<file path="src/shared/tpc_cfg.svh">
/*
  Offsets, field positions, reset values and counts for the timer channel
  PWM block. Assumes byte addresses on a 32-bit Avalon-MM register bus.
*/
`ifndef TPC_CFG_SVH
`define TPC_CFG_SVH
`define TPC_AW           6
`define TPC_NCH          3
`define TPC_OFS_MAIN     6'h00
`define TPC_OFS_CNT_H    6'h04
`define TPC_OFS_CNT_L    6'h08
`define TPC_OFS_MOD_H    6'h0c
`define TPC_OFS_MOD_L    6'h10
`define TPC_OFS_CH_BASE  6'h14
`define TPC_CH_STRIDE    6'h0c
`define TPC_K_CTRL       2'h0
`define TPC_K_VAL_H      2'h1
`define TPC_K_VAL_L      2'h2
`define TPC_MAIN_HALT    5
`define TPC_MAIN_CLEAR   4
`define TPC_BIT_FLAG     7
`define TPC_BIT_IE       6
`define TPC_BIT_MODE_HI  5
`define TPC_BIT_MODE_LO  4
`define TPC_BIT_ELS_HI   3
`define TPC_BIT_ELS_LO   2
`define TPC_BIT_TOV      1
`define TPC_BIT_FULL     0
`define TPC_MODE_UNBUF   2'h1
`define TPC_MODE_BUF     2'h2
`define TPC_ELS_TOGGLE   2'h1
`define TPC_ELS_CLEAR    2'h2
`define TPC_ELS_SET      2'h3
`define TPC_MAIN_RST     3'h0
`define TPC_HALT_RST     1'h1
`define TPC_CSC_RST      8'h00
`define TPC_MOD_RST      16'hffff
`define TPC_VAL_RST      16'h0000
`endif

</file>
<file path="src/shared/tpc_pkg.sv">
/*
  Types for the timer channel PWM block.
  Widths are literals; the three channels match TPC_NCH in tpc_cfg.svh.
*/
package tpc_pkg;
  typedef struct packed {
    logic             ack;
    logic [7:0]       rdata;
    logic             halt;
    logic [2:0]       ps;
    logic [6:0]       div;
    logic [15:0]      cnt;
    logic [15:0]      modv;
    logic [2:0][7:0]  csc;
    logic [2:0][15:0] val;
    logic [2:0]       arm;
    logic [2:0]       pin;
    logic [2:0]       pin_d;
    logic             last3;
    logic             act3;
  } tpc_state_t;
endpackage : tpc_pkg

</file>
<file path="src/hw/tpc_timer.sv">
/*
  16-bit timer with three compare/capture channels, PWM and channel 2/3
  buffered pairing, registers on Avalon-MM with one wait state.
  Assumes pins and bus are synchronous to sys_clk_i.
*/
// Chosen here: the Avalon-MM slave port and the address map.
`timescale 1ns/1ps
`include "tpc_cfg.svh"
module tpc_timer
  import tpc_pkg::*;
(
  input  wire logic                 sys_clk_i,
  input  wire logic                 resetn_i,
  input  wire logic [`TPC_AW-1:0]   avs_address_i,
  input  wire logic                 avs_read_i,
  input  wire logic                 avs_write_i,
  input  wire logic [31:0]          avs_writedata_i,
  input  wire logic [3:0]           avs_byteenable_i,
  output logic      [31:0]          avs_readdata_o,
  output logic                      avs_waitrequest_o,
  input  wire logic [`TPC_NCH-1:0]  ch_pin_i,
  output logic      [`TPC_NCH-1:0]  ch_pin_o,
  output logic      [`TPC_NCH-1:0]  ch_pin_oe_o,
  output logic      [`TPC_NCH-1:0]  chan_irq_o
);
  import tpc_pkg::*;

  tpc_state_t st_ff;
  tpc_state_t nxt_st;
  logic       req;
  logic       wr_acc;
  logic       rd_acc;
  logic       tick;
  logic       ovf;
  logic       paired;
  logic [2:0] match_c;
  logic [2:0] event_c;
  logic [6:0] mask;
  logic [7:0] wb;

  function automatic logic [`TPC_AW-1:0] ch_addr(input logic [1:0] i,
                                                 input logic [1:0] k);
    ch_addr = `TPC_OFS_CH_BASE + `TPC_CH_STRIDE * {4'h0, i}
              + {2'h0, k, 2'h0};
  endfunction : ch_addr

  function automatic logic [7:0] reg_read(input tpc_state_t s,
                                          input logic [`TPC_AW-1:0] a);
    reg_read = 8'h00;
    if (a == `TPC_OFS_MAIN)
      reg_read = {2'h0, s.halt, 2'h0, s.ps};
    if (a == `TPC_OFS_CNT_H)
      reg_read = s.cnt[15:8];
    if (a == `TPC_OFS_CNT_L)
      reg_read = s.cnt[7:0];
    if (a == `TPC_OFS_MOD_H)
      reg_read = s.modv[15:8];
    if (a == `TPC_OFS_MOD_L)
      reg_read = s.modv[7:0];
    for (int i = 0; i < `TPC_NCH; i++)
    begin
      if (a == ch_addr(2'(i), `TPC_K_CTRL))
        reg_read = s.csc[i];
      if (a == ch_addr(2'(i), `TPC_K_VAL_H))
        reg_read = s.val[i][15:8];
      if (a == ch_addr(2'(i), `TPC_K_VAL_L))
        reg_read = s.val[i][7:0];
    end
  endfunction : reg_read

  // One wait state: read data is registered before the answer
  assign req               = avs_read_i | avs_write_i;
  assign avs_waitrequest_o = req & ~st_ff.ack;
  assign avs_readdata_o    = {24'h0, st_ff.rdata};
  assign wr_acc = avs_write_i & st_ff.ack & avs_byteenable_i[0];
  assign rd_acc = avs_read_i & st_ff.ack;
  assign wb     = avs_writedata_i[7:0];
  assign paired = st_ff.csc[1][`TPC_BIT_MODE_HI];
  assign mask   = 7'((8'h01 << st_ff.ps) - 8'h01);

  always_comb
  begin
    logic [1:0]  mode;
    logic [1:0]  els;
    logic [15:0] cval;
    logic        edge_hit;
    logic        dead;
    mode     = 2'h0;
    els      = 2'h0;
    cval     = 16'h0000;
    edge_hit = 1'b0;
    dead     = 1'b0;
    nxt_st   = st_ff;
    nxt_st.ack   = req & ~st_ff.ack;
    nxt_st.pin_d = ch_pin_i;
    if (req & ~st_ff.ack)
      nxt_st.rdata = reg_read(st_ff, avs_address_i);
    tick = ~st_ff.halt && ((st_ff.div & mask) == mask);
    ovf  = tick && (st_ff.cnt == st_ff.modv);
    if (~st_ff.halt)
      nxt_st.div = st_ff.div + 7'h01;
    if (ovf)
      nxt_st.cnt = 16'h0000;
    else if (tick)
      nxt_st.cnt = st_ff.cnt + 16'h0001;
    if (ovf)
      nxt_st.act3 = paired & st_ff.last3;
    if (~paired)
      nxt_st.act3 = 1'b0;
    ch_pin_oe_o = 3'h0;
    chan_irq_o  = 3'h0;
    match_c     = 3'h0;
    event_c     = 3'h0;
    for (int i = 0; i < `TPC_NCH; i++)
    begin
      mode = st_ff.csc[i][`TPC_BIT_MODE_HI:`TPC_BIT_MODE_LO];
      els  = st_ff.csc[i][`TPC_BIT_ELS_HI:`TPC_BIT_ELS_LO];
      dead = (i == 2) && paired;
      cval = (i == 1 && st_ff.act3) ? st_ff.val[2] : st_ff.val[i];
      match_c[i] = tick && mode != 2'h0 && st_ff.cnt == cval && !dead;
      edge_hit = mode == 2'h0 && !dead &&
        ((els[0] && ch_pin_i[i] && !st_ff.pin_d[i]) ||
         (els[1] && !ch_pin_i[i] && st_ff.pin_d[i]));
      event_c[i] = match_c[i] | edge_hit;
      if (edge_hit)
        nxt_st.val[i] = st_ff.cnt;
      ch_pin_oe_o[i] = mode != 2'h0 && els != 2'h0 && !dead;
      if (ovf && st_ff.csc[i][`TPC_BIT_TOV])
        nxt_st.pin[i] = ~st_ff.pin[i];
      if (match_c[i])
      begin
        if (els == `TPC_ELS_TOGGLE)
          nxt_st.pin[i] = ~st_ff.pin[i];
        else if (els == `TPC_ELS_CLEAR)
          nxt_st.pin[i] = 1'b0;
        else if (els == `TPC_ELS_SET)
          nxt_st.pin[i] = 1'b1;
      end
      // Full duty parks the pin at the pulse level, match ignored
      if (st_ff.csc[i][`TPC_BIT_FULL] && st_ff.csc[i][`TPC_BIT_TOV])
        nxt_st.pin[i] = (els == `TPC_ELS_CLEAR);
      if (wr_acc && avs_address_i == ch_addr(2'(i), `TPC_K_CTRL))
      begin
        nxt_st.csc[i][6:0] = wb[6:0];
        if (i != 1)
          nxt_st.csc[i][`TPC_BIT_MODE_HI] = 1'b0;
        if (!wb[`TPC_BIT_FLAG] && st_ff.arm[i])
        begin
          nxt_st.csc[i][`TPC_BIT_FLAG] = 1'b0;
          nxt_st.arm[i] = 1'b0;
        end
      end
      if (rd_acc && avs_address_i == ch_addr(2'(i), `TPC_K_CTRL) &&
          st_ff.csc[i][`TPC_BIT_FLAG])
        nxt_st.arm[i] = 1'b1;
      // Set beats clear; a fresh event also voids a pending clear
      if (event_c[i])
      begin
        nxt_st.csc[i][`TPC_BIT_FLAG] = 1'b1;
        nxt_st.arm[i] = 1'b0;
      end
      if (wr_acc && avs_address_i == ch_addr(2'(i), `TPC_K_VAL_H))
        nxt_st.val[i][15:8] = wb;
      if (wr_acc && avs_address_i == ch_addr(2'(i), `TPC_K_VAL_L))
        nxt_st.val[i][7:0] = wb;
      if (wr_acc && (avs_address_i == ch_addr(2'(i), `TPC_K_VAL_H) ||
                     avs_address_i == ch_addr(2'(i), `TPC_K_VAL_L)) &&
          i != 0)
        nxt_st.last3 = (i == 2);
      chan_irq_o[i] = st_ff.csc[i][`TPC_BIT_FLAG] &
                      st_ff.csc[i][`TPC_BIT_IE];
    end
    if (wr_acc && avs_address_i == `TPC_OFS_MAIN)
    begin
      nxt_st.halt = wb[`TPC_MAIN_HALT];
      nxt_st.ps   = wb[2:0];
      if (wb[`TPC_MAIN_CLEAR])
      begin
        nxt_st.cnt = 16'h0000;
        nxt_st.div = 7'h00;
      end
    end
    if (wr_acc && avs_address_i == `TPC_OFS_MOD_H)
      nxt_st.modv[15:8] = wb;
    if (wr_acc && avs_address_i == `TPC_OFS_MOD_L)
      nxt_st.modv[7:0] = wb;
  end

  assign ch_pin_o = st_ff.pin;

  always_ff @(posedge sys_clk_i or negedge resetn_i)
  begin
    if (!resetn_i)
    begin
      st_ff       <= '0;
      st_ff.halt  <= `TPC_HALT_RST;
      st_ff.ps    <= `TPC_MAIN_RST;
      st_ff.modv  <= `TPC_MOD_RST;
    end
    else
      st_ff <= nxt_st;
  end

  property p_wait_one;
    @(posedge sys_clk_i) disable iff (!resetn_i)
      (req && avs_waitrequest_o) |=> (req -> !avs_waitrequest_o);
  endproperty
  a_wait_one: assert property (p_wait_one)
    else $error("waitrequest not released after one cycle");
  property p_cmp_flag;
    @(posedge sys_clk_i) disable iff (!resetn_i)
      (tick && st_ff.csc[0][5:4] == `TPC_MODE_UNBUF &&
       st_ff.cnt == st_ff.val[0]) |=> st_ff.csc[0][`TPC_BIT_FLAG];
  endproperty
  a_cmp_flag: assert property (p_cmp_flag)
    else $error("compare match did not set flag");
  property p_no_arm_keep;
    @(posedge sys_clk_i) disable iff (!resetn_i)
      (st_ff.csc[0][`TPC_BIT_FLAG] && !st_ff.arm[0])
        |=> st_ff.csc[0][`TPC_BIT_FLAG];
  endproperty
  a_no_arm_keep: assert property (p_no_arm_keep)
    else $error("flag cleared without prior read");
  property p_one_keeps;
    @(posedge sys_clk_i) disable iff (!resetn_i)
      (!st_ff.csc[2][`TPC_BIT_FLAG] && !event_c[2])
        |=> !st_ff.csc[2][`TPC_BIT_FLAG];
  endproperty
  a_one_keeps: assert property (p_one_keeps)
    else $error("flag set without event");
  property p_event_wins;
    @(posedge sys_clk_i) disable iff (!resetn_i)
      event_c[1] |=> st_ff.csc[1][`TPC_BIT_FLAG] && !st_ff.arm[1];
  endproperty
  a_event_wins: assert property (p_event_wins)
    else $error("event lost against clear");
  property p_irq_mask;
    @(posedge sys_clk_i) disable iff (!resetn_i)
      !st_ff.csc[0][`TPC_BIT_IE] |-> !chan_irq_o[0];
  endproperty
  a_irq_mask: assert property (p_irq_mask)
    else $error("interrupt not blocked");
  property p_wrap;
    @(posedge sys_clk_i) disable iff (!resetn_i)
      (ovf && !wr_acc) |=> st_ff.cnt == 16'h0000;
  endproperty
  a_wrap: assert property (p_wrap)
    else $error("counter did not wrap at modulo");
  property p_halt;
    @(posedge sys_clk_i) disable iff (!resetn_i)
      (st_ff.halt && !wr_acc) |=> $stable(st_ff.cnt);
  endproperty
  a_halt: assert property (p_halt)
    else $error("counter moved while halted");
  property p_pair_pin;
    @(posedge sys_clk_i) disable iff (!resetn_i)
      paired |-> !ch_pin_oe_o[2] && !event_c[2];
  endproperty
  a_pair_pin: assert property (p_pair_pin)
    else $error("channel 3 active while paired");
  property p_clr_out;
    @(posedge sys_clk_i) disable iff (!resetn_i)
      (match_c[0] && st_ff.csc[0][3:2] == `TPC_ELS_CLEAR &&
       !st_ff.csc[0][`TPC_BIT_FULL]) |=> !ch_pin_o[0];
  endproperty
  a_clr_out: assert property (p_clr_out)
    else $error("match did not clear output");
endmodule : tpc_timer

</file>
<file path="config.mk">
export PLATFORM = sky130hd
export DESIGN_NAME = tpc_timer
export DESIGN_NICKNAME = d
export VERILOG_FILES = /design/src/shared/tpc_pkg.sv /design/src/hw/tpc_timer.sv
export VERILOG_INCLUDE_DIRS = /design/src /design/src/shared
export SDC_FILE = /design/constraint.sdc
export NUM_CORES = 1
export LEC_CHECK = 0
export BUFFER_PORTS_ARGS = -buffer_cell sky130_fd_sc_hd__buf_2
export CAP_MARGIN = 15
export CORE_MARGIN = 1.5
export CORE_UTILIZATION = 64
export DETAILED_ROUTE_END_ITERATION = 7
export GPL_TIMING_DRIVEN = 0
export MAX_ROUTING_LAYER = met4
export PLACE_DENSITY_LB_ADDON = 0.12
export SLEW_MARGIN = 20
export SYNTH_ARGS = -nofsm -noshare
export SYNTH_HDL_FRONTEND = slang
export SYNTH_SLANG_ARGS = --single-unit
</file>
<file path="constraint.sdc">
create_clock -name sys_clk_i -period 4.6 [get_ports sys_clk_i]
set_clock_uncertainty 0.1 [all_clocks]
set_input_delay 0.23 -clock sys_clk_i [delete_from_list [all_inputs] [get_ports sys_clk_i]]
set_output_delay 0.23 -clock sys_clk_i [all_outputs]
set_load 0.05 [all_outputs]
</file>
Word level (Yosys, flattened, before mapping)
Index checks and enable logic that the tools add are counted.
{ "word_totals": {"elab_cells": 250, "output_inout_bits": 42, "in_bits": 49, "regBits": 133} }
{ "classes": {"reduce_logical": 104, "shifts": 1, "n_eq_ne": 28, "bitwise": 18, "add_sub_neg": 3, "mux": 69} }
{ "ops": {"columns": ["cell", "n"], "rows": [
  ["8-bit 2-to-1 mux", 22],
  ["16-bit 2-to-1 mux", 6],
  ["16-bit == test", 4],
  ["1-bit logical AND", 58],
  ["23-bit 2-to-1 mux", 2],
  ["1-bit 2-to-1 mux", 37],
  ["6-bit == test (second input constant)", 6],
  ["2-bit nonzero test", 17],
  ["6-bit by 5-bit == test with 1-bit output (second input constant)", 4],
  ["3-bit nonzero test", 6],
  ["16-bit by 1-bit adder with 16-bit output (second input constant)", 1],
  ["2-bit == test (second input constant)", 6],
  ["6-bit by 4-bit == test with 1-bit output (second input constant)", 2],
  ["2-bit AND reduction", 6],
  ["1-bit bitwise AND", 8],
  ["1-bit zero test", 8],
  ["7-bit by 1-bit adder with 7-bit output (second input constant)", 1],
  ["7-bit bitwise AND", 1],
  ["7-bit == test", 1],
  ["7-bit 2-to-1 mux", 1],
  ["1-bit by 3-bit left shift with 7-bit output (first input constant)", 1],
  ["7-bit by 1-bit subtractor with 7-bit output (second input constant)", 1],
  ["2-bit by 1-bit == test with 1-bit output (second input constant)", 3],
  ["6-bit by 3-bit == test with 1-bit output (second input constant)", 1],
  ["7 further kinds", 20]
]} }

Depth between registers and ports, before layout
Gate-level depths: netlist of the first run.
{ "depth": {"word_depth": 15, "mapped_depth": 9, "mapped_depth_nobuf": 6} }

Worst setup path after synthesis of the first run
OpenSTA, ideal clock, no wires.
{ "synth_timing": {"path_kind": "reg2reg", "startpoint": "register st_ff[99] (netlist name)", "endpoint": "register st_ff, in the netlist ch_pin_o[0]", "setup_ps": 128, "path_slack_ps": 2526, "path_stages_with_launch": 8, "period_less_slack_ps": 2074, "t_required_ps": 4372, "n_path_buf": 1, "arrival_ps": 1846, "cell_sequence": "dfrtp_1 > clkbuf_1 > xor2_1 > nor4_1 > nand3_1 > or4_1 > a21oi_1 > a211oi_1"} }
{ "synth_lines": {"columns": ["item", "line", "text"], "rows": [
  ["from (decl)", "tpc_timer.sv:28", "tpc_state_t st_ff;"],
  ["from (signal assigned)", "tpc_timer.sv:201", "st_ff <= nxt_st;"]
]} }

Worst setup path after layout of the first run
{ "layout_timing": {"startpoint": "register st_ff[105] (netlist name)", "endpoint": "register st_ff[9] (netlist name)"} }
{ "layout_between": {"elab_chain_len": 5, "elab_cells_between_ends": 7, "cone_classes": "1 x eq/ne; 1 x mux; 1 x bitwise; 4 x reduce/logical"} }
{ "layout_rtl": {"columns": ["item", "line", "text"], "rows": [
  ["16-bit == test (*)", "tpc_timer.sv:120", "match_c[i] = tick && mode != 2'h0 && st_ff.cnt == cval && !dead;"],
  ["1-bit logical AND (*)", "tpc_timer.sv:120", null],
  ["1-bit bitwise OR (*)", "tpc_timer.sv:124", "event_c[i] = match_c[i] | edge_hit;"],
  ["3-bit nonzero test (no line)", null, null],
  ["2-bit AND reduction (no line)", null, null]
]} }
Mark *: on every way between the ends. The rest lies on a longest branch, timed or not.
A chain may end at the register's enable or synchronous reset.

==> results of run 1 <==
==> synthesized netlist by cell type (6+ instances only) <==
master / instances / share of area [%]
nor2_1: 65 / 2.9
nand2_1: 78 / 3.5
a21oi_1: 33 / 2.0
and3_1: 8 / 0.59
mux2_2: 49 / 6.5
clkbuf_1: 33 / 1.5
xnor2_1: 57 / 5.9
nor2b_1: 6 / 0.44
nand3_1: 24 / 1.4
o22ai_1: 7 / 0.52
nor3_1: 9 / 0.53
mux2i_1: 67 / 7.9
nand3b_1: 7 / 0.62
nand4_1: 20 / 1.5
dfstp_2: 17 / 5.3
buf_4: 36 / 3.2
nor4_1: 11 / 0.81
dfrtp_1: 116 / 34
xor2_1: 30 / 3.1
and2_1: 7 / 0.52
a22oi_1: 10 / 0.89
buf_2: 24 / 1.4
inv_1: 11 / 0.49
a221oi_1: 7 / 0.73
o21ai_0: 68 / 4.0
==> state kept, by name, indices dropped and copies added (netlist names) <==
signal / flops
paired: 1
ch_pin_o: 3
avs_readdata_o: 8
st_ff: 121
==> power breakdown <==
part,leakage [nW],internal (mW),switching [mW]
clock network,0.261,0.765,0.567
logic,2.17,0.427,0.724
registers,1.73,1.34,0.216
total,4.16,2.54,1.51
==> cell families after synthesis <==
logic type	synth area share [%]
AND/OR/NAND/NOR	16.5
other	0.0444
XOR/XNOR	9.02
flip-flops	39.6
buffers and inverters	6.93
adder cells (fa/ha/maj)	0.296
multiplexers	15.3
AO/OA/AOI/OAI	12.3
==> per-layer routing <==
metal,GRT usage (%),vias up,wire length [um]
met4,28.8,0,2320
met3,11.1,188,3460
li1,-,3269,-
met2,65.2,626,12800
met1,55.0,3733,10700
met5,-,-,0
==> per-stage QoR <==
stage / util (%) / power (mW) / instances / setup WS [ns] / hold slack, ns
after floorplan: - / 2.29 / 912 / 2.53 / -0.166
after global placement: 69.9 / 2.60 / 1119 / 1.31 / 0.261
after detailed placement: 70.2 / 2.65 / 1120 / 1.30 / 0.0596
after CTS: 75.3 / 3.97 / 1161 / 1.28 / 0.0327
after global routing: 75.4 / 4.16 / 1161 / 1.35 / 0.0529
final: 75.4 / 4.04 / 1161 / 1.34 / 0.0430
==> cell usage in the layout (no fill, tap or decap), drive strengths merged, types with 8 or more instances in the layout <==
master,count
and3,8
a22oi,10
nor4,13
nor3,13
xnor2,57
dfstp,17
mux2i,67
nand3,25
clkbuf,53
buf,102
xor2,30
conb,24
a21oi,33
mux2,49
inv,16
nand2,78
o21ai,72
dfrtp,116
nor2,67
dlygate4sd3,9
nand4,20
==> path summary, 6_finish.rpt <==
| path | endpoint | slack [ns] | depth (start not counted) | startpoint |
|---|---|---|---|---|
| max in group asynchronous | st_ff[83]$_DFFE_PN1P_ | 3.44 | 3 | resetn_i |
| worst max register to register | st_ff[9]$_DFFE_PN0P_ | 1.34 | 7 | st_ff[105]$_DFF_PN0_ |
| worst min-delay path | st_ff[10]$_DFFE_PN0P_ | 0.04 | 3 | avs_read_i |
| worst max-delay path | st_ff[9]$_DFFE_PN0P_ | 1.34 | 7 | st_ff[105]$_DFF_PN0_ |
| worst min register to register | avs_readdata_o[6]$_DFFE_PN0P_ | 0.40 | 2 | avs_readdata_o[6]$_DFFE_PN0P_ |
| min in group asynchronous | st_ff[57]$_DFFE_PN0P_ | 0.19 | 2 | resetn_i |
==> worst reg2reg max path, cell delays in order (launching register included) <==
cell	delay, ns
dfrtp_1	0.38
clkbuf_1	0.77
xnor2_1	0.22
nand4_1	0.27
mux2i_1	0.35
nand2_1	0.09
nor4_1	0.80
a211oi_1	0.13
==> cell type report <==
| type | instances | area, um2 |
|---|---|---|
| Clock inverter | 12 | 120 |
| Timing Repair Buffer | 45 | 303 |
| Fill cell | 907 | 3140 |
| Clock buffer | 20 | 447 |
| Tap cell | 172 | 215 |
| Sequential cell | 133 | 3350 |
| Inverter | 11 | 41.3 |
| Multi-Input combinational cell | 669 | 4610 |
| Buffer | 99 | 544 |
==> timing repair <==
action	4_1_cts	5_1_grt
hold endpoints to repair	59	0
hold buffers	9	0
resized for setup	0	0
==> results.sh, run 1 <==
export IMPL_critPathMaxStageDelay_ns=0.80
export IMPL_crit_family="simple AND/OR/NAND/NOR gates"
export IMPL_fin_crit_ns=3.26
export IMPL_cts_htree_levels=4
export IMPL_crit_fanout=10
export IMPL_critPathKind="reg2reg"
export IMPL_setup_worst_path_start_class="register"
export IMPL_crit_buf_inv=1
export IMPL_yosysWarnings=0
export IMPL_netlist_instances=889
export IMPL_fin_crit_sh_pct=70.9
export IMPL_nets=1027
export IMPL_initial_core_util_pct=66.2
export IMPL_drt_iter0_drc=1035
export IMPL_area_growth_pct=14.0
export IMPL_powerDensity_nw_per_um2=420
export IMPL_worstSetupEndpointType="register"
export IMPL_gp_congestion=1.07
export IMPL_finalInstanceArea_um2=9630
export IMPL_overflow=0
export IMPL_worstPathRequired_ns=4.77
export IMPL_antenna_found_initial=0
export IMPL_clk_latency_ns=0.44
export IMPL_setup_viol=0
export IMPL_cts_root_buf="clkbuf_16"
export IMPL_synth_async_reset_ratio_pct=100
export IMPL_grt_total_usage_pct=44.5
export IMPL_max_vdd_ir_drop_mv=0.460
export IMPL_hpwl_um=20100
export IMPL_wl_per_cell_um=25.2
export IMPL_dr_pass1_iters=6
export IMPL_cap_violations=0
export IMPL_coreArea_um2=12800
export IMPL_setup_tns_final_ns=0
export IMPL_fp_dieH_um=118
export IMPL_antenna_left=0
export IMPL_fmax_mhz=307
export IMPL_cts_buffers=17
export IMPL_synth_ff_type="dfrtp_1"
export IMPL_cts_tree="yes"
export IMPL_drive_above_1_share_pct=21.3
export IMPL_drc=0
export IMPL_grt_pass1_wl_um=44900
export IMPL_final_hold_viol_count=0
export IMPL_synth_edff_count=0
export IMPL_path_cells="clkbuf_1, xnor2_1, nand4_1, mux2i_1, nand2_1, nor4_1, a211oi_1"
export IMPL_synth_seq_cells=133
export IMPL_drt_wl_total_um=29300
export IMPL_placed_cell_area_um2=8960
export IMPL_first_global_vias=7515
export IMPL_relSlewSlack_pct=32.4
export IMPL_yosysSeqAreaShare_pct=39.6
export IMPL_die_area_um2=13900
export IMPL_num_antenna_cells=0
export IMPL_synth_area_um2=8450
export IMPL_rsz0062_at_grt="false"
export IMPL_critPathSlowestCell="nor4_1"
export IMPL_worst_ep_arrival_time_ns=3.43
export IMPL_viasPerCell=6.73
export IMPL_status="complete, no violations"
export IMPL_grt_max_degree=85
export IMPL_clock_sinks=133
export IMPL_hold_path_class="in2reg"
export IMPL_fp_dieW_um=118
export IMPL_cts_buffer_depth=2
export IMPL_avgSynthCellArea_um2=9.51
export IMPL_rows=41
export IMPL_tightest_slew_ns=1.01
export IMPL_port_buffers=35
export IMPL_slew_viol_final=0
export IMPL_path_clk_slew_ns=0.06
export IMPL_synth_distinct_cells=71
export IMPL_via_count=7816
export IMPL_io_pins=91
export IMPL_post_cts_buffers=0
export IMPL_p_leak_nw=4.16
Note: power is estimated with default switching activity, not from simulation.
==> run 2, diff against run 1 <==
--- a/config.mk
+++ b/config.mk
@@ -9,7 +9,7 @@
 export BUFFER_PORTS_ARGS = -buffer_cell sky130_fd_sc_hd__buf_2
 export CAP_MARGIN = 15
 export CORE_MARGIN = 1.5
-export CORE_UTILIZATION = 64
+export CORE_UTILIZATION = 60
 export DETAILED_ROUTE_END_ITERATION = 7
 export GPL_TIMING_DRIVEN = 0
 export MAX_ROUTING_LAYER = met4
==> constraint.sdc (replaced) <==
create_clock -name sys_clk_i -period 3.03 [get_ports sys_clk_i]
set_clock_uncertainty 0.1 [all_clocks]
set_input_delay 0.1515 -clock sys_clk_i [delete_from_list [all_inputs] [get_ports sys_clk_i]]
set_output_delay 0.1515 -clock sys_clk_i [all_outputs]
set_load 0.05 [all_outputs]
==> run 2 against run 1 <==
Against the previous run: setup slack worse by 1.3 ns; global-route usage down 2.2 points; non-clock buffer count unchanged; cell count up 0.69%; clock power up 60%.
==> results.sh, run 2 (synthesis results as in run 1) <==
export IMPL_status="complete, no violations"
export IMPL_gp_congestion=1.02
export IMPL_die_area_um2=14800
export IMPL_cts_htree_levels=4
export IMPL_hpwl_um=20100
export IMPL_crit_buf_inv=1
export IMPL_p_clk_share_pct=34.4
export IMPL_regMostFlops="st_ff"
export IMPL_antenna_left=0
export IMPL_cts_tree="yes"
export IMPL_post_cts_buffers=0
export IMPL_hold_path_class="in2async"
export IMPL_p_sw_mw=2.23
export IMPL_area_growth_pct=14.6
export IMPL_rr_endpoint="st_ff[9]$_DFFE_PN0P_"
export IMPL_combPwrFrac_pct=27.5
export IMPL_cts_buffer_depth=2
export IMPL_critical_path_startpoint="st_ff[105]$_DFF_PN0_"
export IMPL_critPathKind="reg2reg"
export IMPL_overflow=0
export IMPL_drive_above_1_share_pct=21.6
export IMPL_worstRegToRegCells=7
export IMPL_path_clk_slew_ns=0.06
export IMPL_antenna_found_initial=0
export IMPL_fin_crit_sh_pct=97.6
export IMPL_relSlewSlack_pct=35.6
export IMPL_dr_pass1_iters=5
export IMPL_critPathSlowestCell="nor4_1"
export IMPL_tightest_slew_ns=0.965
export IMPL_wl_per_cell_um=24.7
export IMPL_critPathMaxStageDelay_ns=0.80
export IMPL_port_buffers=35
export IMPL_path_cells="clkbuf_1, xnor2_1, nand4_1, mux2i_1, nand2_1, nor4_1, a211oi_1"
export IMPL_fp_dieW_um=122
export IMPL_worst_ep_arrival_time_ns=3.13
export IMPL_p_sw_share_pct=36.0
export IMPL_drt_iter0_drc=913
export IMPL_crit_fanout=10
export IMPL_fmax_mhz=338
export IMPL_intPower_mw=3.96
export IMPL_powerDensity_nw_per_um2=638
export IMPL_io_pins=91
export IMPL_clock_sinks=133
export IMPL_p_leak_nw=4.20
export IMPL_worst_slack_ns=0.0741
export IMPL_cap_violations=0
export IMPL_grt_total_usage_pct=42.3
export IMPL_final_cell_mix="dfrtp_1 (116), nand2_1 (78), o21ai_0 (68), mux2i_1 (67), nor2_1 (65)"
export IMPL_crit_end="st_ff[9]$_DFFE_PN0P_"
export IMPL_cts_buffers=17
export IMPL_clk_latency_ns=0.43
export IMPL_grt_max_degree=80
export IMPL_setup_tns_final_ns=0
export IMPL_worstPathRequired_ns=3.20
export IMPL_nets=1027
export IMPL_drc=0
export IMPL_crit_family="simple AND/OR/NAND/NOR gates"
export IMPL_rsz0062_at_grt="false"
export IMPL_dpl_worst_slack_ns=-0.216
export IMPL_setup_worst_path_start_class="register"
export IMPL_largest_register_ffs=121
export IMPL_rows=43
export IMPL_cts_root_buf="clkbuf_16"
export IMPL_via_count=7517
export IMPL_fp_dieH_um=122
export IMPL_fin_crit_ns=2.96
export IMPL_fin_util_pct=70.1
export IMPL_first_global_vias=7284
export IMPL_viasPerCell=6.43
export IMPL_final_hold_viol_count=0
export IMPL_slew_viol_final=0
export IMPL_num_antenna_cells=0
export IMPL_layout_commonest_cell="dfrtp_1"
export IMPL_max_vdd_ir_drop_mv=0.549
export IMPL_path_depth=7
export IMPL_drt_wl_total_um=28900
export IMPL_setup_viol=0
export IMPL_worstSetupEndpointType="register"
export IMPL_fillers=1110
export IMPL_grt_pass1_wl_um=44100
export IMPL_coreArea_um2=13800
export IMPL_initial_core_util_pct=61.1
export IMPL_pwr_share_seq_pct=38.1
export IMPL_reg2reg_slack_ns=0.07
export IMPL_r2r_start="st_ff[105]$_DFF_PN0_"
[run 2: per-layer routing]
metal | up-vias | global-route usage (%) | part of all wire [%]
met5 | - | - | 0
met4 | 0 | 21.8 | 5.3
met3 | 116 | 8.99 | 9.4
met2 | 462 | 62.7 | 45
met1 | 3657 | 55.0 | 40
li1 | 3282 | - | -
[run 2: area by class of cell]
cell class / instances / area (um2) / area share (%)
clock inverters: 13 / 148 / 1.52
multi-input cells: 669 / 4610 / 47.6
clock buffers: 19 / 453 / 4.68
flip-flops and latches: 133 / 3350 / 34.6
well taps: 180 / 225 / 2.32
plain buffers: 97 / 538 / 5.55
inverters: 11 / 41.3 / 0.426
repair buffers: 47 / 323 / 3.33
[run 2: power groups by stage]
| stage | registers (mW) | clock network [mW] | logic (mW) |
|---|---|---|---|
| 2_1_floorplan | 2.25 | 0 | 1.23 |
| 3_3_place_gp | 2.36 | 0 | 1.61 |
| 3_5_place_dp | 2.37 | 0 | 1.63 |
| 4_1_cts | 2.34 | 2.13 | 1.67 |
| 5_1_grt | 2.38 | 2.18 | 1.84 |
| 6_report | 2.36 | 2.13 | 1.70 |
[run 2: repair_timing]
| action | in CTS | in global routing |
|---|---|---|
| hold buffers | 11 | 0 |
| setup endpoints to repair | 18 | 11 |
| gates resized for setup | 1 | 1 |
| hold endpoints to repair | 117 | 0 |
[run 2: per-stage QoR]
stage | power [mW] | hold WS, ns | std cells | area, um2
6_report | 6.19 | 0.129 | 1169 | 9690
5_1_grt | 6.40 | 0.181 | 1169 | 9690
4_1_cts | 6.14 | 0.142 | 1171 | 9690
3_5_place_dp | 4.00 | 0.000508 | 1128 | 8970
3_3_place_gp | 3.97 | 0.184 | 1127 | 8940
2_1_floorplan | 3.48 | -0.244 | 912 | 8540
[run 2: worst reg2reg max path, cell delays in order, from the launching register on]
cell and delay [ns]:
dfrtp_1 0.38, clkbuf_1 0.67, xnor2_1 0.22, nand4_1 0.17, mux2i_1 0.26, nand2_1 0.08
nor4_1 0.80, a211oi_1 0.12
[run 2: how the worst min path moves through the flow]
stage,from,endpoint,cells after the start
final,resetn_i,st_ff[54]$_DFFE_PN0P_,2
after detailed placement,resetn_i,st_ff[54]$_DFFE_PN0P_,1
after floorplan,resetn_i,avs_readdata_o[0]$_DFFE_PN0P_,0
after global routing,resetn_i,st_ff[54]$_DFFE_PN0P_,2
after global placement,ch_pin_i[2],st_ff[4]$_DFF_PN0_,1
after CTS,resetn_i,st_ff[52]$_DFFE_PN0P_,2
